==> src/pmgp_pkg.sv <==
// multiplexed gpio ports: register map, pin masks and field positions
package pmgp_pkg;
   // ----------------------------------------------------------------
   // register addresses
   // ----------------------------------------------------------------
   localparam logic [7:0] ADR_QUAD_PU = 8'hA0;
   localparam logic [7:0] ADR_QUAD_OD = 8'hA1;
   localparam logic [7:0] ADR_SIX_OD = 8'hA2;
   localparam logic [7:0] ADR_SEVEN_OD = 8'hA4;
   localparam logic [7:0] ADR_SINGLE_PU = 8'hA6;
   localparam logic [7:0] ADR_SIX_PU = 8'hA7;
   localparam logic [7:0] ADR_SINGLE_OD = 8'hA8;
   localparam logic [7:0] ADR_SEVEN_PU = 8'hA9;
   localparam logic [7:0] ADR_QUAD_ALT = 8'hAA;
   localparam logic [7:0] ADR_SECOND_ALT = 8'hAB;
   localparam logic [7:0] ADR_CTRL = 8'hB2;
   localparam logic [7:0] ADR_QUAD_DATA = 8'hC0;
   localparam logic [7:0] ADR_QUAD_DIR = 8'hC1;
   localparam logic [7:0] ADR_SINGLE_DATA = 8'hC2;
   localparam logic [7:0] ADR_SINGLE_DIR = 8'hC3;
   localparam logic [7:0] ADR_SIX_DATA = 8'hC4;
   localparam logic [7:0] ADR_SIX_DIR = 8'hC5;
   localparam logic [7:0] ADR_SEVEN_DATA = 8'hC8;
   localparam logic [7:0] ADR_SEVEN_DIR = 8'hC9;
   // ----------------------------------------------------------------
   // implemented pins, reset values and field positions
   // ----------------------------------------------------------------
   localparam logic [7:0] QUAD_MASK = 8'hD2;
   localparam logic [7:0] QUAD_ALT_OUT_MASK = 8'h10;
   localparam logic [7:0] SEVEN_MASK = 8'hFE;
   localparam logic [7:0] SEVEN_DRV_MASK = 8'h7E;
   localparam logic [7:0] SEVEN_MAIN_OSC = 8'h0C;
   localparam logic [7:0] SEVEN_SUB_OSC = 8'h60;
   localparam logic [7:0] SEVEN_RST_PIN = 8'h80;
   localparam logic [7:0] REG_RESET = 8'h00;
   localparam int QUAD_EVT_BIT = 1;
   localparam int QUAD_BUZ_BIT = 4;
   localparam int QUAD_IRQ0_BIT = 6;
   localparam int QUAD_IRQ1_BIT = 7;
   localparam int PWM_SEL_BIT = 0;
   localparam int IRQ2_SEL_BIT = 1;
   localparam int IRQ3_SEL_BIT = 2;
   localparam int SEVEN_IRQ2_BIT = 1;
   localparam int SEVEN_IRQ3_BIT = 4;
   localparam int SEVEN_RST_BIT = 7;
   localparam int SUBCLK_DIS_BIT = 7;
endpackage

==> src/pmgp_port_if.sv <==
// control and pin drive bundle between the top and one port driver
`timescale 1ns/1ns
interface pmgp_port_if #(parameter int W = 8);
   logic [W-1:0] data;
   logic [W-1:0] dir;
   logic [W-1:0] pu;
   logic [W-1:0] od;
   logic [W-1:0] alt;
   logic [W-1:0] alt_val;
   logic [W-1:0] hold;
   logic [W-1:0] pin_o;
   logic [W-1:0] pin_oe;
   logic [W-1:0] pin_pu;
   modport core (input data, dir, pu, od, alt, alt_val, hold,
      output pin_o, pin_oe, pin_pu);
   modport ctrl (output data, dir, pu, od, alt, alt_val, hold,
      input pin_o, pin_oe, pin_pu);
endinterface

==> src/pmgp_sync.sv <==
// two-flop synchroniser for pin levels
`timescale 1ns/1ns
module pmgp_sync #(parameter int W = 8) (
   input wire logic clk,
   input wire logic rstn,
   input wire logic ce,
   input wire logic [W-1:0] d,
   output logic [W-1:0] q
);
   logic [W-1:0] meta;
   // first stage feeds only the second stage
   always_ff @(posedge clk) begin
      if (!rstn) begin
         meta <= '0;
         q <= '0;
      end else if (ce) begin
         meta <= d;
         q <= meta;
      end
   end
endmodule

==> src/pmgp_port.sv <==
// one port's pin driver: direction, open drain, pull-up, alternate out
`timescale 1ns/1ns
module pmgp_port (
   input wire logic clk,
   input wire logic rstn,
   input wire logic ce,
   pmgp_port_if.core p
);
   logic [$bits(p.data)-1:0] val;
   logic [$bits(p.data)-1:0] drv;
   // ----------------------------------------------------------------
   // pin drive
   // ----------------------------------------------------------------
   // alternate output wins over data; held pins are lent to osc/reset
   assign val = (p.alt & p.alt_val) | (~p.alt & p.data);
   assign drv = (p.dir | p.alt) & ~p.hold;
   always_ff @(posedge clk) begin
      if (!rstn) begin
         p.pin_o <= '0;
         p.pin_oe <= '0;
         p.pin_pu <= '0;
      end else if (ce) begin
         // open drain only pulls low, a high is left to the pull-up
         p.pin_oe <= drv & ~(p.od & val);
         p.pin_o <= val & ~p.od;
         p.pin_pu <= p.pu & ~p.hold;
      end
   end
endmodule

==> src/pmgp_top.sv <==
// multiplexed gpio ports: registers, read path and pin routing
`timescale 1ns/1ns
module pmgp_top
   import pmgp_pkg::*;
(
   input wire logic SYS_CLK,
   input wire logic RSTN,
   input wire logic CE,
   input wire logic [7:0] ADDR,
   input wire logic [7:0] WDATA,
   input wire logic WR,
   input wire logic RD_REG,
   input wire logic RD_PIN,
   output logic [7:0] RDATA,
   input wire logic [7:0] QUAD_PIN_I,
   output logic [7:0] QUAD_PIN_O,
   output logic [7:0] QUAD_PIN_OE,
   output logic [7:0] QUAD_PIN_PU,
   input wire logic SINGLE_PIN_I,
   output logic SINGLE_PIN_O,
   output logic SINGLE_PIN_OE,
   output logic SINGLE_PIN_PU,
   input wire logic [5:0] SIX_PIN_I,
   output logic [5:0] SIX_PIN_O,
   output logic [5:0] SIX_PIN_OE,
   output logic [5:0] SIX_PIN_PU,
   input wire logic [7:0] SEVEN_PIN_I,
   output logic [7:0] SEVEN_PIN_O,
   output logic [7:0] SEVEN_PIN_OE,
   output logic [7:0] SEVEN_PIN_PU,
   input wire logic MAIN_OSC_IO_OPT,
   input wire logic RESET_PIN_IO_OPT,
   input wire logic BUZZER_WAVE,
   input wire logic PWM_TIMER_WAVE,
   output logic TIMER0_EVENT,
   output logic [3:0] EXT_IRQ,
   output logic RESET_PIN_LEVEL,
   output logic SUBCLK_DISABLE
);
   // ----------------------------------------------------------------
   // register storage
   // ----------------------------------------------------------------
   logic [7:0] quad_data;
   logic [7:0] quad_dir;
   logic [7:0] quad_pu;
   logic [7:0] quad_od;
   logic [7:0] quad_alt;
   logic single_data;
   logic single_dir;
   logic single_pu;
   logic single_od;
   logic [5:0] six_data;
   logic [5:0] six_dir;
   logic [5:0] six_pu;
   logic [5:0] six_od;
   logic [7:0] seven_data;
   logic [7:0] seven_dir;
   logic [7:0] seven_pu;
   logic [7:0] seven_od;
   logic [7:0] second_alt;
   logic [7:0] ctrl;
   logic [7:0] next_rdata;
   logic [7:0] seven_hold;
   logic [7:0] quad_in;
   logic single_in;
   logic [5:0] six_in;
   logic [7:0] seven_in;
   logic wr;

   pmgp_port_if #(.W(8)) qp ();
   pmgp_port_if #(.W(1)) sp ();
   pmgp_port_if #(.W(6)) xp ();
   pmgp_port_if #(.W(8)) vp ();

   // every register is written as one whole byte
   assign wr = CE & WR;

   // ----------------------------------------------------------------
   // quad port registers
   // ----------------------------------------------------------------
   // unimplemented bits are masked off so they never drive a pin
   always_ff @(posedge SYS_CLK) begin
      if (!RSTN) begin
         quad_data <= REG_RESET;
         quad_dir <= REG_RESET;
         quad_pu <= REG_RESET;
         quad_od <= REG_RESET;
         quad_alt <= REG_RESET;
      end else if (wr) begin
         case (ADDR)
            ADR_QUAD_DATA: quad_data <= WDATA & QUAD_MASK;
            ADR_QUAD_DIR: quad_dir <= WDATA & QUAD_MASK;
            ADR_QUAD_PU: quad_pu <= WDATA & QUAD_MASK;
            ADR_QUAD_OD: quad_od <= WDATA & QUAD_MASK;
            ADR_QUAD_ALT: quad_alt <= WDATA & QUAD_MASK;
            default: ;
         endcase
      end
   end

   // ----------------------------------------------------------------
   // single port registers
   // ----------------------------------------------------------------
   always_ff @(posedge SYS_CLK) begin
      if (!RSTN) begin
         single_data <= 1'h0;
         single_dir <= 1'h0;
         single_pu <= 1'h0;
         single_od <= 1'h0;
      end else if (wr) begin
         case (ADDR)
            ADR_SINGLE_DATA: single_data <= WDATA[0];
            ADR_SINGLE_DIR: single_dir <= WDATA[0];
            ADR_SINGLE_PU: single_pu <= WDATA[0];
            ADR_SINGLE_OD: single_od <= WDATA[0];
            default: ;
         endcase
      end
   end

   // ----------------------------------------------------------------
   // six-bit port registers
   // ----------------------------------------------------------------
   always_ff @(posedge SYS_CLK) begin
      if (!RSTN) begin
         six_data <= REG_RESET[5:0];
         six_dir <= REG_RESET[5:0];
         six_pu <= REG_RESET[5:0];
         six_od <= REG_RESET[5:0];
      end else if (wr) begin
         case (ADDR)
            ADR_SIX_DATA: six_data <= WDATA[5:0];
            ADR_SIX_DIR: six_dir <= WDATA[5:0];
            ADR_SIX_PU: six_pu <= WDATA[5:0];
            ADR_SIX_OD: six_od <= WDATA[5:0];
            default: ;
         endcase
      end
   end

   // ----------------------------------------------------------------
   // seven-bit port registers
   // ----------------------------------------------------------------
   // bit 7 is input only, so it has pull-up but no drive control
   always_ff @(posedge SYS_CLK) begin
      if (!RSTN) begin
         seven_data <= REG_RESET;
         seven_dir <= REG_RESET;
         seven_pu <= REG_RESET;
         seven_od <= REG_RESET;
      end else if (wr) begin
         case (ADDR)
            ADR_SEVEN_DATA: seven_data <= WDATA & SEVEN_DRV_MASK;
            ADR_SEVEN_DIR: seven_dir <= WDATA & SEVEN_DRV_MASK;
            ADR_SEVEN_PU: seven_pu <= WDATA & SEVEN_MASK;
            ADR_SEVEN_OD: seven_od <= WDATA & SEVEN_DRV_MASK;
            default: ;
         endcase
      end
   end

   // ----------------------------------------------------------------
   // selection and control registers
   // ----------------------------------------------------------------
   always_ff @(posedge SYS_CLK) begin
      if (!RSTN) begin
         second_alt <= REG_RESET;
         ctrl <= REG_RESET;
      end else if (wr) begin
         case (ADDR)
            ADR_SECOND_ALT: second_alt <= WDATA;
            ADR_CTRL: ctrl <= WDATA;
            default: ;
         endcase
      end
   end

   assign SUBCLK_DISABLE = ctrl[SUBCLK_DIS_BIT];

   // ----------------------------------------------------------------
   // pin synchronisers
   // ----------------------------------------------------------------
   pmgp_sync #(.W(8)) quad_sync (.clk(SYS_CLK), .rstn(RSTN), .ce(CE),
      .d(QUAD_PIN_I), .q(quad_in));
   pmgp_sync #(.W(1)) single_sync (.clk(SYS_CLK), .rstn(RSTN), .ce(CE),
      .d(SINGLE_PIN_I), .q(single_in));
   pmgp_sync #(.W(6)) six_sync (.clk(SYS_CLK), .rstn(RSTN), .ce(CE),
      .d(SIX_PIN_I), .q(six_in));
   pmgp_sync #(.W(8)) seven_sync (.clk(SYS_CLK), .rstn(RSTN), .ce(CE),
      .d(SEVEN_PIN_I), .q(seven_in));

   // ----------------------------------------------------------------
   // read path
   // ----------------------------------------------------------------
   // write-only registers and unmapped addresses read as zero, so a
   // read-modify-write on them would silently clear them
   always_comb begin
      next_rdata = REG_RESET;
      if (RD_PIN) begin
         case (ADDR)
            ADR_QUAD_DATA: next_rdata = quad_in & QUAD_MASK;
            ADR_SINGLE_DATA: next_rdata = {7'h00, single_in};
            ADR_SIX_DATA: next_rdata = {2'h0, six_in};
            ADR_SEVEN_DATA: next_rdata = seven_in & SEVEN_MASK;
            default: next_rdata = REG_RESET;
         endcase
      end else if (RD_REG) begin
         case (ADDR)
            ADR_QUAD_DATA: next_rdata = quad_data;
            ADR_SINGLE_DATA: next_rdata = {7'h00, single_data};
            ADR_SIX_DATA: next_rdata = {2'h0, six_data};
            ADR_SEVEN_DATA: next_rdata = seven_data;
            ADR_CTRL: next_rdata = ctrl;
            default: next_rdata = REG_RESET;
         endcase
      end
   end

   // read data holds until the next read strobe
   always_ff @(posedge SYS_CLK) begin
      if (!RSTN) begin
         RDATA <= REG_RESET;
      end else if (CE && (RD_REG || RD_PIN)) begin
         RDATA <= next_rdata;
      end
   end

   // ----------------------------------------------------------------
   // peripheral inputs
   // ----------------------------------------------------------------
   // direction is ignored so a peripheral sees its pin even as output
   always_ff @(posedge SYS_CLK) begin
      if (!RSTN) begin
         TIMER0_EVENT <= 1'h0;
         EXT_IRQ <= 4'h0;
         RESET_PIN_LEVEL <= 1'h0;
      end else if (CE) begin
         TIMER0_EVENT <= quad_alt[QUAD_EVT_BIT] & quad_in[QUAD_EVT_BIT];
         EXT_IRQ[0] <= quad_alt[QUAD_IRQ0_BIT] & quad_in[QUAD_IRQ0_BIT];
         EXT_IRQ[1] <= quad_alt[QUAD_IRQ1_BIT] & quad_in[QUAD_IRQ1_BIT];
         EXT_IRQ[2] <= second_alt[IRQ2_SEL_BIT]
            & seven_in[SEVEN_IRQ2_BIT];
         EXT_IRQ[3] <= second_alt[IRQ3_SEL_BIT]
            & seven_in[SEVEN_IRQ3_BIT];
         RESET_PIN_LEVEL <= seven_in[SEVEN_RST_BIT];
      end
   end

   // ----------------------------------------------------------------
   // pins lent to the oscillators and the reset input
   // ----------------------------------------------------------------
   // the flash options are static levels from the same clock domain
   always_comb begin
      seven_hold = REG_RESET;
      if (!MAIN_OSC_IO_OPT) begin
         seven_hold = seven_hold | SEVEN_MAIN_OSC;
      end
      if (!ctrl[SUBCLK_DIS_BIT]) begin
         seven_hold = seven_hold | SEVEN_SUB_OSC;
      end
      if (!RESET_PIN_IO_OPT) begin
         seven_hold = seven_hold | SEVEN_RST_PIN;
      end
   end

   // ----------------------------------------------------------------
   // port drivers
   // ----------------------------------------------------------------
   assign qp.data = quad_data;
   assign qp.dir = quad_dir;
   assign qp.pu = quad_pu;
   assign qp.od = quad_od;
   assign qp.alt = quad_alt & QUAD_ALT_OUT_MASK;
   assign qp.alt_val = BUZZER_WAVE ? QUAD_ALT_OUT_MASK : REG_RESET;
   assign qp.hold = REG_RESET;
   assign sp.data = single_data;
   assign sp.dir = single_dir;
   assign sp.pu = single_pu;
   assign sp.od = single_od;
   assign sp.alt = second_alt[PWM_SEL_BIT];
   assign sp.alt_val = PWM_TIMER_WAVE;
   assign sp.hold = 1'h0;
   assign xp.data = six_data;
   assign xp.dir = six_dir;
   assign xp.pu = six_pu;
   assign xp.od = six_od;
   assign xp.alt = REG_RESET[5:0];
   assign xp.alt_val = REG_RESET[5:0];
   assign xp.hold = REG_RESET[5:0];
   assign vp.data = seven_data;
   assign vp.dir = seven_dir;
   assign vp.pu = seven_pu;
   assign vp.od = seven_od;
   assign vp.alt = REG_RESET;
   assign vp.alt_val = REG_RESET;
   assign vp.hold = seven_hold;

   pmgp_port quad_drv (.clk(SYS_CLK), .rstn(RSTN), .ce(CE), .p(qp));
   pmgp_port single_drv (.clk(SYS_CLK), .rstn(RSTN), .ce(CE), .p(sp));
   pmgp_port six_drv (.clk(SYS_CLK), .rstn(RSTN), .ce(CE), .p(xp));
   pmgp_port seven_drv (.clk(SYS_CLK), .rstn(RSTN), .ce(CE), .p(vp));

   assign QUAD_PIN_O = qp.pin_o;
   assign QUAD_PIN_OE = qp.pin_oe;
   assign QUAD_PIN_PU = qp.pin_pu;
   assign SINGLE_PIN_O = sp.pin_o;
   assign SINGLE_PIN_OE = sp.pin_oe;
   assign SINGLE_PIN_PU = sp.pin_pu;
   assign SIX_PIN_O = xp.pin_o;
   assign SIX_PIN_OE = xp.pin_oe;
   assign SIX_PIN_PU = xp.pin_pu;
   assign SEVEN_PIN_O = vp.pin_o;
   assign SEVEN_PIN_OE = vp.pin_oe;
   assign SEVEN_PIN_PU = vp.pin_pu;
endmodule

==> config.mk <==
export PLATFORM = sky130hd
export DESIGN_NAME = pmgp_top
export DESIGN_NICKNAME = d
export VERILOG_FILES = /design/src/pmgp_pkg.sv /design/src/pmgp_port_if.sv /design/src/pmgp_sync.sv /design/src/pmgp_port.sv /design/src/pmgp_top.sv
export SDC_FILE = /design/constraint.sdc
export NUM_CORES = 1
export LEC_CHECK = 0
export ABC_AREA = 0
export BUFFER_PORTS_ARGS = -buffer_cell sky130_fd_sc_hd__buf_4
export CORE_ASPECT_RATIO = 1.25
export CORE_MARGIN = 3
export CORE_UTILIZATION = 58
export CTS_BUF_LIST = sky130_fd_sc_hd__clkbuf_4
export DETAILED_ROUTE_END_ITERATION = 6
export GPL_TIMING_DRIVEN = 0
export PLACE_DENSITY = 0.82
export SLEW_MARGIN = 0
export SYNTH_ARGS = -nofsm -noshare
export SYNTH_HDL_FRONTEND = slang
export SYNTH_SLANG_ARGS = --single-unit
==> constraint.sdc <==
create_clock -name SYS_CLK -period 2 [get_ports SYS_CLK]
set_input_delay 0.1 -clock SYS_CLK [delete_from_list [all_inputs] [get_ports SYS_CLK]]
set_output_delay 0.1 -clock SYS_CLK [all_outputs]
set_load 0.05 [all_outputs]
# Yosys cells after proc, flatten, opt, wreduce, memory -nomap -nowiden
# Cells that the tools add are included.
# classes
n_eq_ne	19
muxes	8
n_bitwise	39
n_reduce_logical	21
# op_table
operator	n
== test 8 bit (second input constant)	19
bitwise AND 8 bit	6
one-hot mux 8 bit (5 select lines)	1
AND reduction 2 bit	19
NOT 8 bit	4
one-hot mux 8 bit (4 select lines)	1
2-to-1 mux 8 bit	3
bitwise AND 6 bit	3
bitwise AND 7 x 8 -> 8 bit	2
NOT 6 bit	2
bitwise AND 1 bit	11
NOT 5 -> 8 bit	1
NOT 7 -> 8 bit	1
bitwise OR 8 x 5 -> 8 bit	1
bitwise OR 8 bit	1
bitwise AND 7 bit	1
2-to-1 mux 7 bit	1
bitwise AND 5 bit	1
2-to-1 mux 5 bit	1
2-to-1 mux 4 bit	1
NOT 1 bit	3
bitwise OR 1 bit	2
logical AND 1 bit	1
logical OR 1 bit	1
# word_totals
register_bits	209
output_inout_bits	84

# Longest topological paths before layout
# Gate-level depths: netlist of the first run.
# logic_depth
ltp_word	6
depth_mapped	8
depth_no_buf	5

# Modules after synthesis
# Synthesis of the first run repeated with hierarchy kept, for this count alone.
# unflattened
hier_cells	948
area_unflattened_um2	9596.7
# modules_own_cells
module	n_inst	cells_each	area_per_inst_um2	seq_area_each_um2
pmgp_top	1	443	4494.3	1961.9
pmgp_port at quad_drv ...	2	125	1131.1	480.5
pmgp_sync at quad_sync ...	2	51	615.6	320.3
pmgp_port at six_drv	1	93	945.9	360.3
pmgp_sync at six_sync	1	38	450.4	240.2
pmgp_port at single_drv	1	16	140.1	60.1
pmgp_sync at single_sync	1	6	72.6	40.0

# Worst setup path after synthesis of the first run
# OpenSTA, ideal clock, no wires.
# synth_path
path_type	input to register
start	in ADDR[2]
end	reg ctrl[7]
setup_time_ns	0.118
arrival_ns	1.449
t_required_ns	1.882
setup_slack_ns	0.434
stages	8
path_buffers	3
path_cell_list	buf_6 > nor4b_4 > and4_1 > buf_4 > and3_4 > buf_12 > mux2i_1 > nor2b_1
# synth_between
elab_chain_cells	2
# synth_lines
item	line_no	source
start, declared	pmgp_top.sv:9	input wire logic [7:0] ADDR,
== test 8 bit	pmgp_top.sv:170	case (ADDR)
AND reduction 2 bit (no source line)	--	
end signal, assigned	pmgp_top.sv:168	ctrl <= REG_RESET;
end signal, assigned	pmgp_top.sv:172	ADR_CTRL: ctrl <= WDATA;
end, declared	pmgp_top.sv:61	logic [7:0] ctrl;
# Every way passes these cells.
# A chain may end at the register's enable or synchronous reset.

# Worst setup path in the final report of the first run
# layout_path
start	in ADDR[2]
end	reg ctrl[6]
# Same word-level chain as after synthesis.

==> impl_metrics.yaml, run 1 <==
logic_synthesis:
  synth_xor_area_share_pct: 0
  async_flop_share_pct: 0
  yosys.area_share.adder_pct: 0.125
  syn_inst: 792
  synth-simple-area-share_pct: 22.4
  synth.area.mux_share_pct: 16.8
  synth_top_family_by_area: "simple AND/OR/NAND/NOR gates"
  yosys_warnings: 0
  synth-compound-area-share_pct: 8.75
  synthesis.area_um2: 8010
  synthDistinctLibCells: 53
  synth-seq-area-share_pct: 46.5
  syn_avg_cell_area_um2: 10.1
  ys_ff_latch: 186
  synth_edf_count: 0
  ys.flop_type: "dfxtp_1"
critical_path:
  r2r_start: "qp.data[7]"
  end_kind: "register"
  crit_fanout: 10
  regToRegEndpoint: "qp.data[7]"
  worstRegToRegCells: 3
  cp-start-kind: "primary input"
  worstPathRequired_ns: 2.48
  critPathArrivalTime_ns: 2.42
  rrSetupSlack_ns: 0.59
  criticalPathCategory: "in2reg"
outcome:
  status: "finished clean"
clock_network:
  cts_tree: "done"
  cts-root-buf: "clkbuf_4"
  numCtsBuffers: 17
  htreeDepth: 4
  clk_latency_ns: 0.58
  cts.sinks: 186
  clockBufferDepth: 2
  cts.clk_slew.worst_paths_ns: 0.14
  postCtsSetupBuffers: 0
sta:
  final.period_utilization_pct: 97.2
  slew_violations: 0
  finalHoldViolCount: 0
  slew_headroom_pct: 42.6
  max_freq_mhz: 514
  period_minus_slack_ns: 1.94
  rsz0062_at_grt: "false"
  finalClockSkew_ns: 0.0194
  tightest_slew_ns: 0.854
  setup_violations: 0
finish:
  area_growth_pct: 20.8
  fillers: 991
  nets: 1016
  drive_above_1_share_pct: 19.2
  fin_cells: 1151
power_and_ir_drop:
  power_leakage_nw: 3.56
  pwr-share-seq_pct: 59.9
  swShare_pct: 26.5
  combPwrFrac_pct: 10.7
  powerDensity_nw_per_um2: 653
  p_clk_share_pct: 29.4
  fin_total_pwr_mw: 6.31
  max-vdd-ir-drop_v: 0.000556
  p_int_mw: 4.64
  p_sw_mw: 1.68
flow_run:
  cap_viol_max_count: 0
grt:
  grt_pass1_wl_um: 34400
  grt_max_degree: 17
  grt_util_met2_pct: 49.7
  overflow: 0
  grt_usage_pct: 29.2
  busiest_layer: "met2"
  antenna_found_initial: 1
  grt_use_met3_pct: 6.72
  grtUsageMet1_pct: 34.5
  grt_pass1_vias: 6514
floorplan:
  core_um2: 13300
  dieHeight_um: 137
  num_io_pins: 133
  die_width_um: 111
  initial_core_util_pct: 60.0
  dieArea_um2: 15300
  placementRows: 47
place:
  finalWeightedCongestion: 0.928
  dp.cells: 1081
  hpwl_um: 16000
  port_buffers: 102
drt:
  dr.pass1.iters: 5
  via_per_inst: 5.61
  drcViolationCount: 0
  drt_iter0_markers: 502
  drt_wl_total_um: 22200
  routedWlPerCell_um: 19.3
  via_count: 6457
  ant_nets: 0
min_path:
  hp-class: "in2reg"
  hold_depth: 4
  min_to: "RDATA[7]"
  min-delay-start: "RD_REG"
## sequential cells by signal (all words and copies together) (netlist names), 6 cells and up
| register | flops |
|---|---|
| seven_od | 6 |
| seven_drv.p.pin_o | 6 |
| seven_pu | 7 |
| six_dir | 6 |
| seven_sync.meta | 7 |
| six_od | 6 |
| seven_drv.p.pin_oe | 6 |
| six_pu | 6 |
| seven_data | 6 |
| six_drv.p.pin_oe | 6 |
| six_sync.meta | 6 |
| six_drv.p.pin_pu | 6 |
| six_drv.p.pin_o | 6 |
| seven_drv.p.pin_pu | 7 |
| six_sync.q | 6 |
| seven_dir | 6 |
| ctrl | 8 |
| RDATA | 8 |
| six_data | 6 |
| seven_sync.q | 7 |
## cells by family after synthesis
| kind of cell | Yosys count |
|---|---|
| AOI/OAI and AO/OA | 95 |
| adders and majority gates | 1 |
| buffers and inverters | 83 |
| DFF | 186 |
| muxes | 134 |
| other | 1 |
| and+or+nand+nor | 292 |
## worst max path at each step
stage,startpoint,cells past startpoint,end
2_1_floorplan,ADDR[2],8,ctrl[7]
3_3_place_gp,CE,6,seven_drv.p.pin_pu[7]
3_5_place_dp,CE,6,seven_drv.p.pin_pu[7]
4_1_cts,ADDR[6],8,RDATA[1]
5_1_grt,ADDR[0],9,RDATA[4]
6_report,ADDR[2],9,ctrl[6]
## cells in the mapped netlist (2+ instances only)
library cell    n  area share, %
o22ai_1        10           0.78
a32o_1          5           0.63
nor4b_2         2           0.38
and2_1         11           0.86
nand3b_1        8           0.75
a221oi_1        3           0.33
buf_1           7           0.33
buf_2          15           0.94
mux2_2          2           0.28
nor2b_1       136             11
nand2_1        33            1.5
buf_4          20            1.9
nor2_2          4           0.31
nand4_1         7           0.55
dfxtp_1       186             46
nand2b_1       38            3.0
mux2i_1       132             17
o21ai_0        11           0.69
and3_1          8           0.63
a21boi_0       37            3.5
a21oi_1         7           0.44
nand3_1        25            1.6
a222oi_1        2           0.25
a2bb2oi_1       4           0.44
a32oi_1         2           0.22
nor3_2          2           0.25
inv_1           9           0.42
o221a_2         2           0.28
o21a_1          2           0.19
a22o_1          4           0.44
nor2_1          7           0.33
clkbuf_1       30            1.4
## critical path: stages
cell,delay [ns]
dlygate4sd3_1,0.59
buf_6,0.17
nor4b_4,0.54
and4_1,0.26
buf_4,0.17
and3_4,0.21
buf_12,0.13
mux2i_1,0.19
nor2b_1,0.06
## power by group through the flow
| stage | registers, mW | logic, mW | clock network (mW) |
|---|---|---|---|
| finish | 3.78 | 0.676 | 1.86 |
| global route | 3.79 | 0.715 | 2.01 |
| CTS | 3.78 | 0.664 | 1.89 |
| detailed placement | 3.86 | 0.604 | 0 |
| global placement | 3.86 | 0.590 | 0 |
| floorplan | 3.88 | 0.373 | 0 |
## cells in the final DEF, fill, tap and decap left out, types with 3 or more instances in the layout
| cell | instances |
|---|---|
| clkinvlp_4 | 3 |
| buf_4 | 122 |
| nor2_2 | 5 |
| mux2i_1 | 132 |
| nand2b_1 | 38 |
| o21ai_0 | 11 |
| a21oi_1 | 7 |
| nand3_1 | 25 |
| buf_2 | 15 |
| inv_1 | 9 |
| nor2_1 | 6 |
| dlygate4sd3_1 | 38 |
| clkbuf_1 | 29 |
| a221oi_1 | 3 |
| o22ai_1 | 10 |
| a22o_1 | 4 |
| buf_1 | 7 |
| and3_1 | 8 |
| a21boi_0 | 37 |
| clkinv_2 | 4 |
| nor2b_1 | 136 |
| clkinv_4 | 3 |
| nand4_1 | 7 |
| clkbuf_4 | 18 |
| a2bb2oi_1 | 4 |
| nand3b_1 | 8 |
| nand2_1 | 33 |
| and2_1 | 11 |
| a32o_1 | 5 |
| dfxtp_1 | 186 |
| conb_1 | 17 |
## stage by stage
step,hold slack (ns),util (%),area [µm²],setup slack (ns),TNS (ns)
floorplan,0.245,-,8070,0.434,0
global placement,0.358,67.8,9050,-0.167,-1.21
detailed placement,0.368,67.8,9050,-0.218,-2.61
CTS,0.00258,72.4,9670,0.121,0
global route,0.0463,72.5,9680,0.0250,0
finish,0.0558,72.5,9680,0.0553,0
## area by class of cell
| type | count | area (µm²) | share of cell area, % |
|---|---|---|---|
| plain buffers | 74 | 397 | 4.10 |
| flip-flops and latches | 186 | 3720 | 38.5 |
| diodes | 1 | 2.50 | 0.0259 |
| clock buffers | 18 | 135 | 1.40 |
| multi-input cells | 539 | 3920 | 40.5 |
| clock inverters | 13 | 106 | 1.10 |
| repair buffers | 140 | 1150 | 11.8 |
| inverters | 9 | 33.8 | 0.349 |
| well taps | 171 | 214 | 2.21 |
## repair_timing
| action | 4_1_cts | 5_1_grt |
|---|---|---|
| hold endpoints to repair | 123 | 0 |
| endpoints found under the setup margin | 0 | 8 |
| hold buffers | 38 | 0 |
| resized for setup | 0 | 3 |
## routing by layer
layer	part of all wire, %	up-vias
met5	0	-
met4	4.5	0
met3	6.9	68
met2	48	283
met1	40	3067
li1	-	3039
Power figures use the tool's default switching activity.
==> inputs of run 2 (changes only) <==
CORE_MARGIN = unset   (was 3)
SETUP_SLACK_MARGIN = 0.2   (was unset)
SLEW_MARGIN = 20   (was 0)
==> run 2 against run 1 <==
Compared with the run above:
- first-iteration DRC count fell by 25%
- sequential power hardly changed
- largest cell class unchanged
- cell area up 1.0%
==> impl_metrics.yaml, run 2 (same netlist as run 1, synthesis figures left out) <==
critical_path:
  crit_fanout: 4
  worstPathRequired_ns: 2.55
  critPathMaxStageDelay_ns: 0.56
  crit_path_cell_trace: "dlygate4sd3_1, buf_4, nor2b_1, nand2_1, nor2_2, nand2_1, a21boi_0, dlygate4sd3_1"
  worstRegToRegCells: 4
  criticalPathCategory: "in2reg"
  end_kind: "register"
  cp-start-kind: "primary input"
  cp_slowest_cell: "dlygate4sd3_1"
  critPathArrivalTime_ns: 2.26
drt:
  drt_iter0_markers: 378
  ant_nets: 0
  drt_wl_total_um: 22400
  top_layer: "met4"
  wl_met2_um: 11200
  dr.pass1.iters: 5
  wl_met1_um: 9060
  routedWlPerCell_um: 19.4
  wl_met3_um: 1210
  via_count: 6493
  drcViolationCount: 0
  via_per_inst: 5.63
finish:
  mostFrequentLayoutCell: "dfxtp_1"
  seq_area_um2: 3720
  multi_input_area_um2: 3920
  fin_cells: 1153
  area_growth_pct: 22.1
  final_cell_mix: "186 x dfxtp_1, 135 x nor2b_1, 132 x mux2i_1"
  nets: 1017
  design_area_um2: 9770
  fillers: 998
  reg_top3: "RDATA x8, ctrl x8"
  drive_above_1_share_pct: 19.7
sta:
  setup_violations: 0
  setup_ws_ns: 0.293
  slew_violations: 0
  period_minus_slack_ns: 1.71
  tightest_slew_ns: 0.969
  finalClockSkew_ns: 0.0174
  fin_hold_ws_ns: 0.0270
  finalHoldViolCount: 0
  max_freq_mhz: 586
  slew_headroom_pct: 35.4
  final.period_utilization_pct: 85.4
  rsz0062_at_grt: "true"
grt:
  grt_pass1_wl_um: 34600
  antenna_found_initial: 1
  grt_pass1_vias: 6466
  overflow: 0
  grt_usage_pct: 32.3
  grt_max_degree: 17
floorplan:
  core_um2: 13300
  placementRows: 47
  initial_core_util_pct: 60.0
  die_width_um: 107
  num_io_pins: 133
  dieHeight_um: 133
  dieArea_um2: 14300
place:
  finalWeightedCongestion: 0.936
  pre_cts_ws_ns: -0.209
  port_buffers: 102
  postPlaceCellArea_um2: 9050
  hpwl_um: 15900
  dp.cells: 1081
outcome:
  status: "finished clean"
clock_network:
  cts.sinks: 186
  clockBufferDepth: 2
  cts_tree: "done"
  clk_latency_ns: 0.59
  htreeDepth: 4
  cts-root-buf: "clkbuf_4"
  cts.clk_slew.worst_paths_ns: 0.15
  numCtsBuffers: 17
flow_run:
  cap_viol_max_count: 0
power_and_ir_drop:
  max-vdd-ir-drop_v: 0.000719
  powerDensity_nw_per_um2: 688
  power_leakage_nw: 3.60
min_path:
  hold_depth: 4
  hp-class: "in2reg"
run 2: cell types whose count changed in the layout (fill, tap and decap cells not counted):
cell / change
bufinv_16: +3
clkbuf_4: +1
buf_4: +1
buf_12: +1
clkbuf_1: -1
nor2b_2: +1
clkinv_2: -2
clkinv_4: -2
clkinvlp_4: +1
nor2b_1: -1
dlygate4sd3_1: -1
clkbuf_2: +1
run 2: worst paths after layout:
path                             start                    to  slack (ns)
hold / removal                 ADDR[5]             single_od        0.03
setup reg to reg            qp.data[1]              RDATA[1]        0.57
setup / recovery               ADDR[6]            qp.data[7]        0.29
hold reg to reg   quad_drv.p.pin_oe[6]  quad_drv.p.pin_oe[6]        0.49
run 2: metrics by stage:
step	setup TNS (ns)	utilization [%]	total power, mW
3_3_place_gp	-1.41	67.8	4.45
3_5_place_dp	-1.98	67.8	4.47
5_1_grt	0	73.2	6.92
6_report	0	73.2	6.72
2_1_floorplan	0	-	4.26
4_1_cts	0	72.9	6.72
run 2: worst max-delay path, delay by kind of cell:
family                 cells  cell delay, ns
AO/OA/AOI/OAI              1            0.13
buffers and inverters      3            1.22
AND/OR/NAND/NOR            4            0.80
run 2: where the power goes:
group	switching, mW	internal (mW)	leakage, nW
sequential	0.0311	3.75	1.50
combinational	0.397	0.279	1.94
clock	1.26	1.01	0.160
run 2: area by class of cell:
class,instances,area share [%]
Multi-Input combinational cell,539,40.1
Sequential cell,186,38.1
Timing Repair Buffer,141,11.9
Buffer,74,4.07
Tap cell,171,2.19
Clock inverter,13,1.80
Clock buffer,19,1.46
Inverter,9,0.346
Antenna cell,1,0.0256
run 2: what timing repair did:
action	4_1_cts	5_1_grt
setup endpoints to repair	0	30
hold buffers	37	0
setup buffers	0	2
endpoints found under the hold margin	114	0
gates resized for setup	0	6
run 2: per-layer routing:
metal  up-vias  global-route usage [%]
met4         0                    14.5
met1      3140                    38.1
met5         -                       0
li1       3043                       -
met3        63                    6.75
met2       247                    56.1
==> inputs of run 3 (changes only) <==
ABC_AREA = unset   (was 0)
BUFFER_PORTS_ARGS = -buffer_cell sky130_fd_sc_hd__buf_2   (was -buffer_cell sky130_fd_sc_hd__buf_4)
==> run 3 against run 2 <==
Compared with the run above:
- critical path depth unchanged
- worst hold slack got worse by 0.0063 ns
- combinational power decreased by 4.3%
- wire length shrank 5.5%
- largest power group unchanged
==> impl_metrics.yaml, run 3 (same netlist as run 1, synthesis figures left out) <==
grt:
  overflow: 0
  antenna_found_initial: 1
  grt_max_degree: 17
  grt_usage_pct: 30.1
  grt_pass1_wl_um: 32000
  grt_pass1_vias: 5997
critical_path:
  cp_slowest_cell: "dlygate4sd3_1"
  critical_path.top_delay_family: "buffers and inverters"
  crit_fanout: 10
  end_kind: "register"
  criticalPathCategory: "in2reg"
  cp_common_cell: "buf_4"
  critical_path_buf_inv_count: 3
  crit_path_cell_trace: "dlygate4sd3_1, buf_4, nor4b_2, buf_4, a22o_1, a22oi_1, o21ai_0, o221a_2"
  critPathMaxStageDelay_ns: 0.57
  cp-start-kind: "primary input"
  worstPathRequired_ns: 2.54
  critPathArrivalTime_ns: 2.30
finish:
  final_cell_mix: "186 x dfxtp_1, 135 x nor2b_1, 132 x mux2i_1"
  design_area_um2: 9450
  area_growth_pct: 18.0
  drive_above_1_share_pct: 19.2
  nets: 1019
  reg_top3: "RDATA x8, ctrl x8"
  mostFrequentLayoutCell: "dfxtp_1"
floorplan:
  num_io_pins: 133
  initial_core_util_pct: 60.0
  dieHeight_um: 133
  core_um2: 13300
  dieArea_um2: 14300
  die_width_um: 107
  placementRows: 47
place:
  port_buffers: 102
  pre_cts_ws_ns: -0.258
  finalWeightedCongestion: 0.947
  hpwl_um: 14900
  postPlaceCellArea_um2: 8790
drt:
  drcViolationCount: 0
  via_count: 6378
  wl_met2_um: 9920
  drt_wl_total_um: 21100
  via_per_inst: 5.53
  drt_iter0_markers: 380
  ant_nets: 0
  wl_met1_um: 8710
  routedWlPerCell_um: 18.3
  top_layer: "met4"
  dr.pass1.iters: 5
  wl_met3_um: 1490
sta:
  rsz0062_at_grt: "false"
  finalClockSkew_ns: 0.0175
  setup_ws_ns: 0.243
  period_minus_slack_ns: 1.76
  tightest_slew_ns: 0.867
  setup_tns_ns: 0
  finalHoldViolCount: 0
  slew_violations: 0
  slew_headroom_pct: 42.2
  setup_violations: 0
  max_freq_mhz: 569
  final.period_utilization_pct: 87.8
outcome:
  status: "finished clean"
clock_network:
  numCtsBuffers: 17
  cts.clk_slew.worst_paths_ns: 0.15
  clk_latency_ns: 0.60
  cts.sinks: 186
  cts-root-buf: "clkbuf_4"
  htreeDepth: 4
  clockBufferDepth: 2
  cts_tree: "done"
power_and_ir_drop:
  max-vdd-ir-drop_v: 0.000430
  powerDensity_nw_per_um2: 665
  fin_total_pwr_mw: 6.28
  power_leakage_nw: 3.53
flow_run:
  cap_viol_max_count: 0
min_path:
  hp-class: "in2reg"
-- run 3: layout make-up --
| cell class | count | area [µm²] |
|---|---|---|
| Antenna cell | 1 | 2.50 |
| Buffer | 74 | 395 |
| Clock buffer | 17 | 128 |
| Clock inverter | 13 | 106 |
| Fill cell | 1094 | 3900 |
| Inverter | 9 | 33.8 |
| Multi-Input combinational cell | 539 | 3920 |
| Sequential cell | 186 | 3720 |
| Tap cell | 171 | 214 |
| Timing Repair Buffer | 143 | 926 |
-- run 3: layer usage --
metal	up-vias	GRT usage [%]
met3	78	6.21
met5	-	0
li1	3038	-
met2	283	48.7
met4	0	16.4
met1	2979	37.3
-- run 3: per-stage QoR --
step                instances  utilization (%)  hold WS [ns]
finish                   1153             70.8        0.0207
global route             1153             70.8        0.0184
detailed placement       1081             65.9         0.366
CTS                      1149             70.5        0.0228
floorplan                 808                -         0.245
global placement         1081             65.9         0.354
-- run 3: path summary, 6_finish.rpt --
check	from	end	slack, ns	cells past startpoint
worst max-delay path	ADDR[3]	RDATA[4]	0.24	8
worst min-delay path	ADDR[5]	single_od	0.02	4
worst max register to register	qp.data[1]	RDATA[1]	0.59	4
worst min register to register	seven_drv.p.pin_pu[5]	seven_drv.p.pin_pu[5]	0.49	2
-- run 3: where the power goes --
group / internal, mW / switching (mW)
clock: 0.587 / 1.27
combinational: 0.255 / 0.390
sequential: 3.75 / 0.0290
-- run 3: worst register-to-register path, cell delays in order, from the launching register on --
cell and delay, ns:
dfxtp_1 0.42, a22o_1 0.24, a222oi_1 0.29, nor2b_1 0.10, o221a_2 0.25
-- run 3: timing repair --
| action | CTS | global route |
|---|---|---|
| hold buffers | 38 | 0 |
| resized for setup | 0 | 1 |
| setup endpoints to repair | 0 | 29 |
| buffers inserted | 0 | 3 |
| endpoints found under the hold margin | 123 | 0 |
